--- src/verilog/pvr_pkg.sv ---
package pvr_pkg;

    // ------------------------------------------------------------------
    // Register addresses and pages
    // ------------------------------------------------------------------
    localparam logic [3:0] PVR_ADDR_PAGE_SEL = 4'h7;
    localparam logic [3:0] PVR_ADDR_PWR_REG = 4'h4;
    localparam logic [3:0] PVR_ADDR_PAGED_LO = 4'h8;
    localparam logic [3:0] PVR_ADDR_COMPLIANCE = 4'h8;
    localparam logic [3:0] PVR_ADDR_OUI_HIGH = 4'ha;
    localparam logic [3:0] PVR_ADDR_OUI_MID = 4'hb;
    localparam logic [3:0] PVR_ADDR_OUI_LOW = 4'hc;
    localparam logic [3:0] PVR_ADDR_PROD_HIGH = 4'hd;
    localparam logic [3:0] PVR_ADDR_PROD_MID = 4'he;
    localparam logic [3:0] PVR_ADDR_PROD_LOW = 4'hf;
    localparam logic [3:0] PVR_ADDR_VENDOR_CTRL = 4'h8;

    localparam logic [2:0] PVR_PAGE_ID = 3'h1;
    localparam logic [2:0] PVR_PAGE_VENDOR = 3'h7;

    // ------------------------------------------------------------------
    // Field positions within a register byte and within a self-ID packet
    // ------------------------------------------------------------------
    localparam int PVR_PAGE_SEL_LSB = 5;
    localparam int PVR_PWR_LSB = 0;
    localparam int PVR_NULL_KEEP_BIT = 7;
    localparam int PVR_LINK_SPEED_LSB = 0;
    localparam int PVR_SID_PWR_LSB = 21;
    localparam int PVR_SID_WIDTH = 32;

    // ------------------------------------------------------------------
    // Reset and fixed values
    // ------------------------------------------------------------------
    localparam logic [7:0] PVR_COMPLIANCE_VAL = 8'h01;
    localparam logic [2:0] PVR_PAGE_SEL_RST = 3'h0;
    localparam logic PVR_NULL_KEEP_RST = 1'b0;
    localparam logic [7:0] PVR_ACK_BITS = 8'h08;

    typedef enum logic [1:0]
    {
        PVR_SPD_S100 = 2'h0,
        PVR_SPD_S200 = 2'h1,
        PVR_SPD_S400 = 2'h2,
        PVR_SPD_BAD = 2'h3
    } pvr_speed_t;

    localparam pvr_speed_t PVR_LINK_SPEED_RST = PVR_SPD_S400;

    // Register port request from the link controller
    typedef struct packed
    {
        logic [3:0] addr;
        logic [7:0] wdata;
        logic wr;
        logic rd;
    } pvr_req_t;

    // Received packet indication
    typedef struct packed
    {
        logic valid;
        logic [7:0] nbits;
    } pvr_rx_t;

endpackage

--- src/verilog/pvr_regs.sv ---
// Overview of operation
// - Page selector in base register 7 picks the page seen at 8..15.
// - Page 1 maps the identification registers onto addresses 8..15.
// - Address 8 of page 1 reads the fixed compliance level 01h.
// - A fixed 24-bit maker OUI reads from 10..12, MSB at 10.
// - A fixed 24-bit product code reads from 13..15, MSB at 13.
// - Page 7 maps the vendor-dependent control register at 8; 9..15 read zero.
// - With the null flag set, only packets over 8 bits clear requests.
// - With the null flag clear, any non-ack packet clears requests.
// - The null flag is read/write, zero after hardware reset only.
// - Link speed is a 2-bit field, 00/01/10, 11 never written.
// - Link speed is copied into the speed field of every self-ID.
// - Peer PHYs always see S400 capability during self-ID.
// - Link speed resets to S400 and ignores bus reset.
// - Power-class straps give the default self-ID power field 21..23.
// - Straps load after reset; a later register 4 write replaces them.
// - The 3-bit power code is reported exactly as held.
//
// The implementer's own choice: the strobed register port.
module pvr_regs #(
    parameter logic [23:0] MAKER_OUI = 24'h12_34_56, // Arbitrary value
    parameter logic [23:0] PRODUCT_CODE = 24'hab_cd_ef // Arbitrary value
) (
    input wire logic core_clk_i, // 40 MHz core clock
    input wire logic rstn_i, // Hardware reset, async, active low
    input wire pvr_pkg::pvr_req_t req_i, // Register access request
    input wire logic [2:0] power_class_straps_i, // Power-class straps
    input wire pvr_pkg::pvr_rx_t rx_i, // Received packet report
    input wire logic [1:0] pending_i, // Fair/priority requests raised
    input wire logic bus_reset_i, // Bus reset, touches no state here
    output logic [7:0] rdata_o, // Read data, one cycle after strobe
    output logic [1:0] pending_o, // Fair/priority requests pending
    output logic [1:0] selfid_speed_field_o, // Speed in self-ID
    output logic [2:0] selfid_pwr_o, // Power class in self-ID
    output logic [2:0] peer_speed_o // Speed signalled to peer PHYs
);
    import pvr_pkg::*;

    // ------------------------------------------------------------------
    // State
    // ------------------------------------------------------------------
    logic [2:0] page_sel;
    logic null_packet_keep_requests;
    pvr_speed_t link_speed;
    logic [2:0] pwr_class;
    logic strap_loaded;
    logic [7:0] next_rdata;
    logic clear_req;

    // Paged view is only active for the upper half of the address space
    function automatic logic is_paged(input logic [3:0] a);
        return a >= PVR_ADDR_PAGED_LO;
    endfunction

    // Vendor control decode, shared by the write and read paths
    function automatic logic hits_vendor_ctrl(input logic [2:0] pg,
        input logic [3:0] a);
        return pg == PVR_PAGE_VENDOR && a == PVR_ADDR_VENDOR_CTRL;
    endfunction

    // ------------------------------------------------------------------
    // Page selector
    // ------------------------------------------------------------------
    // Bus reset deliberately not used: selection survives it
    always_ff @(posedge core_clk_i or negedge rstn_i)
    begin
        if (!rstn_i)
            page_sel <= PVR_PAGE_SEL_RST;
        else if (req_i.wr && req_i.addr == PVR_ADDR_PAGE_SEL)
            page_sel <= req_i.wdata[PVR_PAGE_SEL_LSB +: 3];
    end

    // Vendor control: null flag and link speed, hardware reset only
    always_ff @(posedge core_clk_i or negedge rstn_i)
    begin
        if (!rstn_i)
        begin
            null_packet_keep_requests <= PVR_NULL_KEEP_RST;
            link_speed <= PVR_LINK_SPEED_RST;
        end
        else if (req_i.wr && hits_vendor_ctrl(page_sel, req_i.addr))
        begin
            null_packet_keep_requests <= req_i.wdata[PVR_NULL_KEEP_BIT];
            // Code 11 is the writer's fault; stored as given
            link_speed <= pvr_speed_t'(
                req_i.wdata[PVR_LINK_SPEED_LSB +: 2]);
        end
    end

    // ------------------------------------------------------------------
    // Power class: straps caught on the first clock after release
    // ------------------------------------------------------------------
    // Async reset may only load constants, so the strap load is clocked
    always_ff @(posedge core_clk_i or negedge rstn_i)
    begin
        if (!rstn_i)
        begin
            pwr_class <= 3'h0;
            strap_loaded <= 1'b0;
        end
        else if (req_i.wr && req_i.addr == PVR_ADDR_PWR_REG)
        begin
            pwr_class <= req_i.wdata[PVR_PWR_LSB +: 3];
            strap_loaded <= 1'b1;
        end
        else if (!strap_loaded)
        begin
            pwr_class <= power_class_straps_i;
            strap_loaded <= 1'b1;
        end
    end

    // ------------------------------------------------------------------
    // Read mux
    // ------------------------------------------------------------------
    always_comb
    begin
        next_rdata = 8'h00;
        if (req_i.addr == PVR_ADDR_PAGE_SEL)
            next_rdata[PVR_PAGE_SEL_LSB +: 3] = page_sel;
        else if (req_i.addr == PVR_ADDR_PWR_REG)
            next_rdata[PVR_PWR_LSB +: 3] = pwr_class;
        else if (is_paged(req_i.addr) && page_sel == PVR_PAGE_ID)
        begin
            case (req_i.addr)
                PVR_ADDR_COMPLIANCE: next_rdata = PVR_COMPLIANCE_VAL;
                PVR_ADDR_OUI_HIGH: next_rdata = MAKER_OUI[23:16];
                PVR_ADDR_OUI_MID: next_rdata = MAKER_OUI[15:8];
                PVR_ADDR_OUI_LOW: next_rdata = MAKER_OUI[7:0];
                PVR_ADDR_PROD_HIGH: next_rdata = PRODUCT_CODE[23:16];
                PVR_ADDR_PROD_MID: next_rdata = PRODUCT_CODE[15:8];
                PVR_ADDR_PROD_LOW: next_rdata = PRODUCT_CODE[7:0];
                default: next_rdata = 8'h00;
            endcase
        end
        else if (hits_vendor_ctrl(page_sel, req_i.addr))
        begin
            next_rdata[PVR_NULL_KEEP_BIT] = null_packet_keep_requests;
            next_rdata[PVR_LINK_SPEED_LSB +: 2] = link_speed;
        end
    end

    // Read data valid only in the cycle after the read strobe
    always_ff @(posedge core_clk_i or negedge rstn_i)
    begin
        if (!rstn_i)
            rdata_o <= 8'h00;
        else if (req_i.rd)
            rdata_o <= next_rdata;
        else
            rdata_o <= 8'h00;
    end

    // ------------------------------------------------------------------
    // Arbitration request clearing on packet reception
    // ------------------------------------------------------------------
    always_comb
    begin
        if (null_packet_keep_requests)
            clear_req = rx_i.valid && rx_i.nbits > PVR_ACK_BITS;
        else
            clear_req = rx_i.valid && rx_i.nbits != PVR_ACK_BITS;
    end

    // New requests win over a clear in the same cycle
    always_ff @(posedge core_clk_i or negedge rstn_i)
    begin
        if (!rstn_i)
            pending_o <= 2'h0;
        else if (clear_req)
            pending_o <= pending_i;
        else
            pending_o <= pending_o | pending_i;
    end

    // ------------------------------------------------------------------
    // Self-ID fields
    // ------------------------------------------------------------------
    always_ff @(posedge core_clk_i or negedge rstn_i)
    begin
        if (!rstn_i)
        begin
            selfid_speed_field_o <= PVR_LINK_SPEED_RST;
            selfid_pwr_o <= 3'h0;
            peer_speed_o <= 3'h0;
        end
        else
        begin
            selfid_speed_field_o <= link_speed;
            selfid_pwr_o <= pwr_class;
            peer_speed_o <= {1'b0, PVR_SPD_S400};
        end
    end
endmodule
--- config.mk ---
export PLATFORM = sky130hd
export DESIGN_NAME = pvr_regs
export DESIGN_NICKNAME = d
export VERILOG_FILES = /design/src/verilog/pvr_pkg.sv /design/src/verilog/pvr_regs.sv
export SDC_FILE = /design/constraint.sdc
export NUM_CORES = 1
export LEC_CHECK = 0
export ABC_AREA = 1
export BUFFER_PORTS_ARGS = -buffer_cell sky130_fd_sc_hd__buf_4
export CAP_MARGIN = 40
export CORE_MARGIN = 3
export CORE_UTILIZATION = 46
export CTS_CLUSTER_DIAMETER = 200
export DETAILED_ROUTE_END_ITERATION = 12
export PLACE_DENSITY_LB_ADDON = 0.25
export SYNTH_ARGS = -nofsm -noshare
export SYNTH_HDL_FRONTEND = slang
export SYNTH_SLANG_ARGS = --single-unit
--- constraint.sdc ---
create_clock -name core_clk_i -period 1.39 [get_ports core_clk_i]
set_input_delay 0.0695 -clock core_clk_i [delete_from_list [all_inputs] [get_ports core_clk_i]]
set_output_delay 0.0695 -clock core_clk_i [all_outputs]
set_load 0.01 [all_outputs]
**Yosys cells after proc, flatten, opt, wreduce, memory -nomap -nowiden**

Cells that the tools add are included.

- Equal/unequal tests: 13
- Multiplexer cells: 15
- $lt $le $gt $ge: 2
- Bitwise gates (word level): 1
- Reduce and logical (&&, ||, !) cells: 7

Operator list:

| operator | count |
|---|---|
| $pmux W8 S7 | 1 |
| $eq A4 B4 Y1 const B | 7 |
| $mux W5 | 3 |
| $mux W3 | 4 |
| $eq A4 B3 Y1 const B | 2 |
| $gt A8 B4 Y1 const B | 1 |
| $mux W8 | 1 |
| $ne A8 B4 Y1 const B | 1 |
| $logic_and A1 B1 Y1 | 7 |
| $mux W2 | 3 |
| $ge A4 B4 Y1 const B | 1 |
| $eq A3 B1 Y1 const B | 1 |
| $eq A3 B3 Y1 const B | 1 |
| $mux W1 | 3 |
| $ne A2 B1 Y1 const B | 1 |
| $or A2 B2 Y2 | 1 |

- Logic and storage cells: 47
- Output and inout bits: 18
- Flip-flop bits (word level): 25
- Input port bits: 31

**Longest topological paths before layout**

- Depth after elaboration: 7
- Mapped depth: 9

**Worst setup path before layout**

Ideal clock, no wire load.

- Path kind: flip-flop to flip-flop
- Start: register page_sel[1]
- End: register rdata_o[6]
- Path buffers: 0
- Slack: 0.352 ns
- Data required time: 1.319 ns
- Data arrival time: 0.966 ns
- Clock period less this slack: 1.038 ns
- Cell stages (with the launch flop): 5
- Setup time: 0.071 ns
- Cells stage by stage: dfrtp_1 > nor3_4 > inv_2 > o21a_1 > nor2_1

- Longest elaborated chain between the ends: 6

Ends and longest elaborated chain:

| element | line | RTL |
|---|---|---|
| start: declaration | pvr_regs.sv:42 | `logic [2:0] page_sel;` |
| start signal: assignment | pvr_regs.sv:70 | `page_sel <= req_i.wdata[PVR_PAGE_SEL_LSB +: 3];` |
| $eq A3 B1 Y1 | pvr_regs.sv:123 | `else if (is_paged(req_i.addr) && page_sel == PVR_PAGE_ID)` |
| $logic_and A1 B1 Y1 | pvr_regs.sv:123 |  |
| $mux W5 | pvr_regs.sv:123 |  |
| $mux W5 | pvr_regs.sv:121 | `else if (req_i.addr == PVR_ADDR_PWR_REG)` |
| $mux W3 * | pvr_regs.sv:119 | `if (req_i.addr == PVR_ADDR_PAGE_SEL)` |
| $mux W8 * | pvr_regs.sv:148 | `else if (req_i.rd)` |
| end signal: assignment | pvr_regs.sv:149 | `rdata_o <= next_rdata;` |
| end: declaration | pvr_regs.sv:31 | `output logic [7:0] rdata_o,` |

Every way passes the cells marked *; elsewhere a longest branch is shown, timed or not.
A chain may end at the register's enable or synchronous reset.

**Final worst setup path**

- Start: register page_sel[1]
- End: register rdata_o[7]

- Longest elaborated chain between the ends: 7

Ends and longest elaborated chain:

| element | line | RTL |
|---|---|---|
| $eq A3 B3 Y1 | pvr_regs.sv:58 | `return pg == PVR_PAGE_VENDOR && a == PVR_ADDR_VENDOR_CTRL;` |
| $logic_and A1 B1 Y1 | pvr_regs.sv:58 |  |
| $mux W1 | pvr_regs.sv:136 | `else if (hits_vendor_ctrl(page_sel, req_i.addr))` |
| $mux W1 * | pvr_regs.sv:123 |  |
| $mux W5 * | pvr_regs.sv:121 |  |
| $mux W3 * | pvr_regs.sv:119 |  |
| $mux W8 * | pvr_regs.sv:148 |  |

Marks and branches as above.

==> qor.yml <==
worst_setup_path:
  reg2reg_depth: 3
  cp-start-kind: "register"
  critPathKind: "reg2reg"
  rrSetupSlack_ns: 0.21
  path_delay_family: "simple AND/OR/NAND/NOR gates"
  cp_max_fo: 7
  end_kind: "register"
  arrival_ns: 1.41
  cp_num_buf_inv: 0
  cp_cell_sequence: "nor3_4 -> nand3_1 -> a31oi_1"
  cpMaxStageDelayCell: "dfrtp_1"
  timing.rr.end: "rdata_o[7]"
  critPathRequiredTime_ns: 1.63
  rr_startpoint: "page_sel[1]"
  cp_slowest_stage_delay_ns: 0.46
timing:
  finalSetupViolations: 0
  fmax_mhz: 850
  rsz0062_at_grt: "false"
  drv_slew: 0
  finalHoldViolations: 0
  skew_ns: 0.00472
  post-route-min-period_ns: 1.18
  tns_ns: 0
  min_period_over_period: 0.847
global_routing:
  grt_pass1_vias: 995
  gr-total-overflow: 0
  antenna_found_initial: 0
  grt_pass1_wl_um: 4180
  grt.total_usage: 0.162
  grt_max_degree: 26
pwr:
  leakage_nw: 0.875
  pwr_density_cell_nw_per_um2: 888
  ir_drop_mv: 0.694
  p_total_w: 0.00143
logic_synthesis:
  syn_area_um2: 1170
  ys_types: 22
  yosys_warnings: 0
  synth_seq_area_share: 0.539
  synth.avg_cell_area_um2: 8.33
  synth_top_area_frac: 0.494
  synth_top_area_cell: "dfrtp_1"
  synth_area_leaders: "dfrtp_1 (49%), nand2_1 (12%), nand3_1 (6.9%)"
  netlist_instances: 140
  ys_ff_latch: 25
clock_tree:
  clkSlewWorstSetupHoldPaths_ns: 0.14
  cts_buffers: 3
  insertion_delay_ns: 0.31
  cts_buffer_depth: 2
  cts_root_buf: "clkbuf_4"
  cts_tree: "yes"
  cts.sinks: 25
  cts_max_level: 1
placement:
  gp_congestion: 0.855
  dp_hpwl_um: 1910
  io_buffers: 43
worst_hold_path:
  holdPathStages: 3
  min_to: "pwr_class[2]"
  min-delay-start: "req_i[4]"
  worst_hold_path_type: "in2reg"
die:
  rows: 17
  ios: 49
  die_w_um: 56.4
  core_um2: 2300
  chipHeight_um: 56.4
  die-area_um2: 3180
  start_util: 0.508
cells_and_area:
  final_cell_mix: "buf_4 (43), nand2_1 (38), dfrtp_1 (23), inv_1 (16), nand3_1 (16)"
  n_antenna_cell: 0
  area_growth_pct: 38.3
  final_nets: 225
  layout_commonest_cell: "buf_4"
  drive_above_1_share: 0.321
drt:
  detail_route.first_pass.iterations: 4
  wl_per_cell_um: 11.1
  drc: 0
  routed_via_density: 4.76
  vias: 1052
  drtIter0Drc: 14
  antenna_left: 0
  routed_wl_um: 2450
job:
  drv_cap: 0
run_status:
  status: "finished clean"
## cell usage after synthesis
cell type / number
buf_4: 3
and3_4: 1
o211ai_1: 1
inv_1: 16
or2_2: 2
nor3_4: 1
conb_1: 2
dfstp_2: 2
clkinv_2: 1
nor2_1: 8
a21oi_1: 4
inv_2: 3
o211a_1: 1
a31oi_1: 1
nand3_1: 16
nand2_1: 38
nor2_2: 2
dfrtp_1: 23
o21a_1: 1
o22ai_1: 1
o21ai_0: 10
nand2_2: 3
## worst reg2reg max path: cells and delay by family, from the launching register on
| family | cells | cell delay [ns] |
|---|---|---|
| AO/OA/AOI/OAI | 1 | 0.16 |
| flip-flops | 1 | 0.46 |
| AND/OR/NAND/NOR | 2 | 0.49 |
## routing by layer
metal,track usage,share of wire,vias up
li1,-,-,541
met1,0.210,0.45,473
met2,0.277,0.47,36
met3,0.0391,0.075,2
met4,0.0305,0.0037,0
met5,0,0,-
## per-stage QoR
stage / setup slack [ns] / std cells / hold WS, ns / util / area, µm²
2_1_floorplan: 0.352 / 141 / -0.226 / - / 1170
3_3_place_gp: 0.270 / 209 / -0.0180 / 0.655 / 1510
3_5_place_dp: 0.246 / 209 / -0.0168 / 0.655 / 1510
4_1_cts: 0.221 / 221 / 0.00674 / 0.702 / 1610
5_1_grt: 0.121 / 221 / 0.0187 / 0.702 / 1610
6_report: 0.213 / 221 / 0.00399 / 0.702 / 1610
## how the worst max path moves through the flow
stage | from | endpoint | depth (start not counted)
2_1_floorplan | page_sel[1] | rdata_o[6] | 4
3_3_place_gp | page_sel[1] | rdata_o[1] | 4
3_5_place_dp | page_sel[1] | rdata_o[1] | 4
4_1_cts | page_sel[1] | rdata_o[7] | 3
5_1_grt | page_sel[1] | rdata_o[6] | 4
6_report | page_sel[1] | rdata_o[7] | 3
## cells by family (layout without fill, tap and decap cells)
kind of cell / after synthesis / count (layout) / synth area share
AO/OA/AOI/OAI: 19 / 19 / 0.0923
flip-flops: 25 / 25 / 0.539
buffers and inverters: 23 / 75 / 0.0848
other: 2 / 3 / 0.00644
AND/OR/NAND/NOR: 71 / 71 / 0.278
## area by class of cell
| cell class | count | area [µm²] |
|---|---|---|
| inverters | 20 | 76.3 |
| multi-input cells | 93 | 443 |
| flip-flops and latches | 25 | 628 |
| clock inverters | 1 | 5.00 |
| fillers | 197 | 684 |
| clock buffers | 3 | 22.5 |
| well taps | 28 | 35.0 |
| repair buffers | 51 | 403 |
## power by group
part           internal (W)  leakage [nW]  switching [W]  total, W
combinational      0.000137         0.556       0.000132  0.000269
sequential         0.000794         0.301      0.0000514  0.000845
clock              0.000107        0.0177       0.000212  0.000319
## registers in the layout, summed over array words and instances (netlist names)
| signal | count |
|---|---|
| selfid_pwr_o | 3 |
| page_sel | 3 |
| rdata_o | 8 |
| null_packet_keep_requests | 1 |
| selfid_speed_field_o | 2 |
| peer_speed_o | 1 |
| link_speed | 2 |
| pending_o | 2 |
| pwr_class | 3 |
## what timing repair did
action / CTS / global route
hold buffers: 8 / 0
endpoints found under the hold margin: 33 / 0
setup buffers: 0 / 0
gates resized for setup: 0 / 0
setup endpoints to repair: 0 / 0
Note: power is estimated with default switching activity, not from simulation.
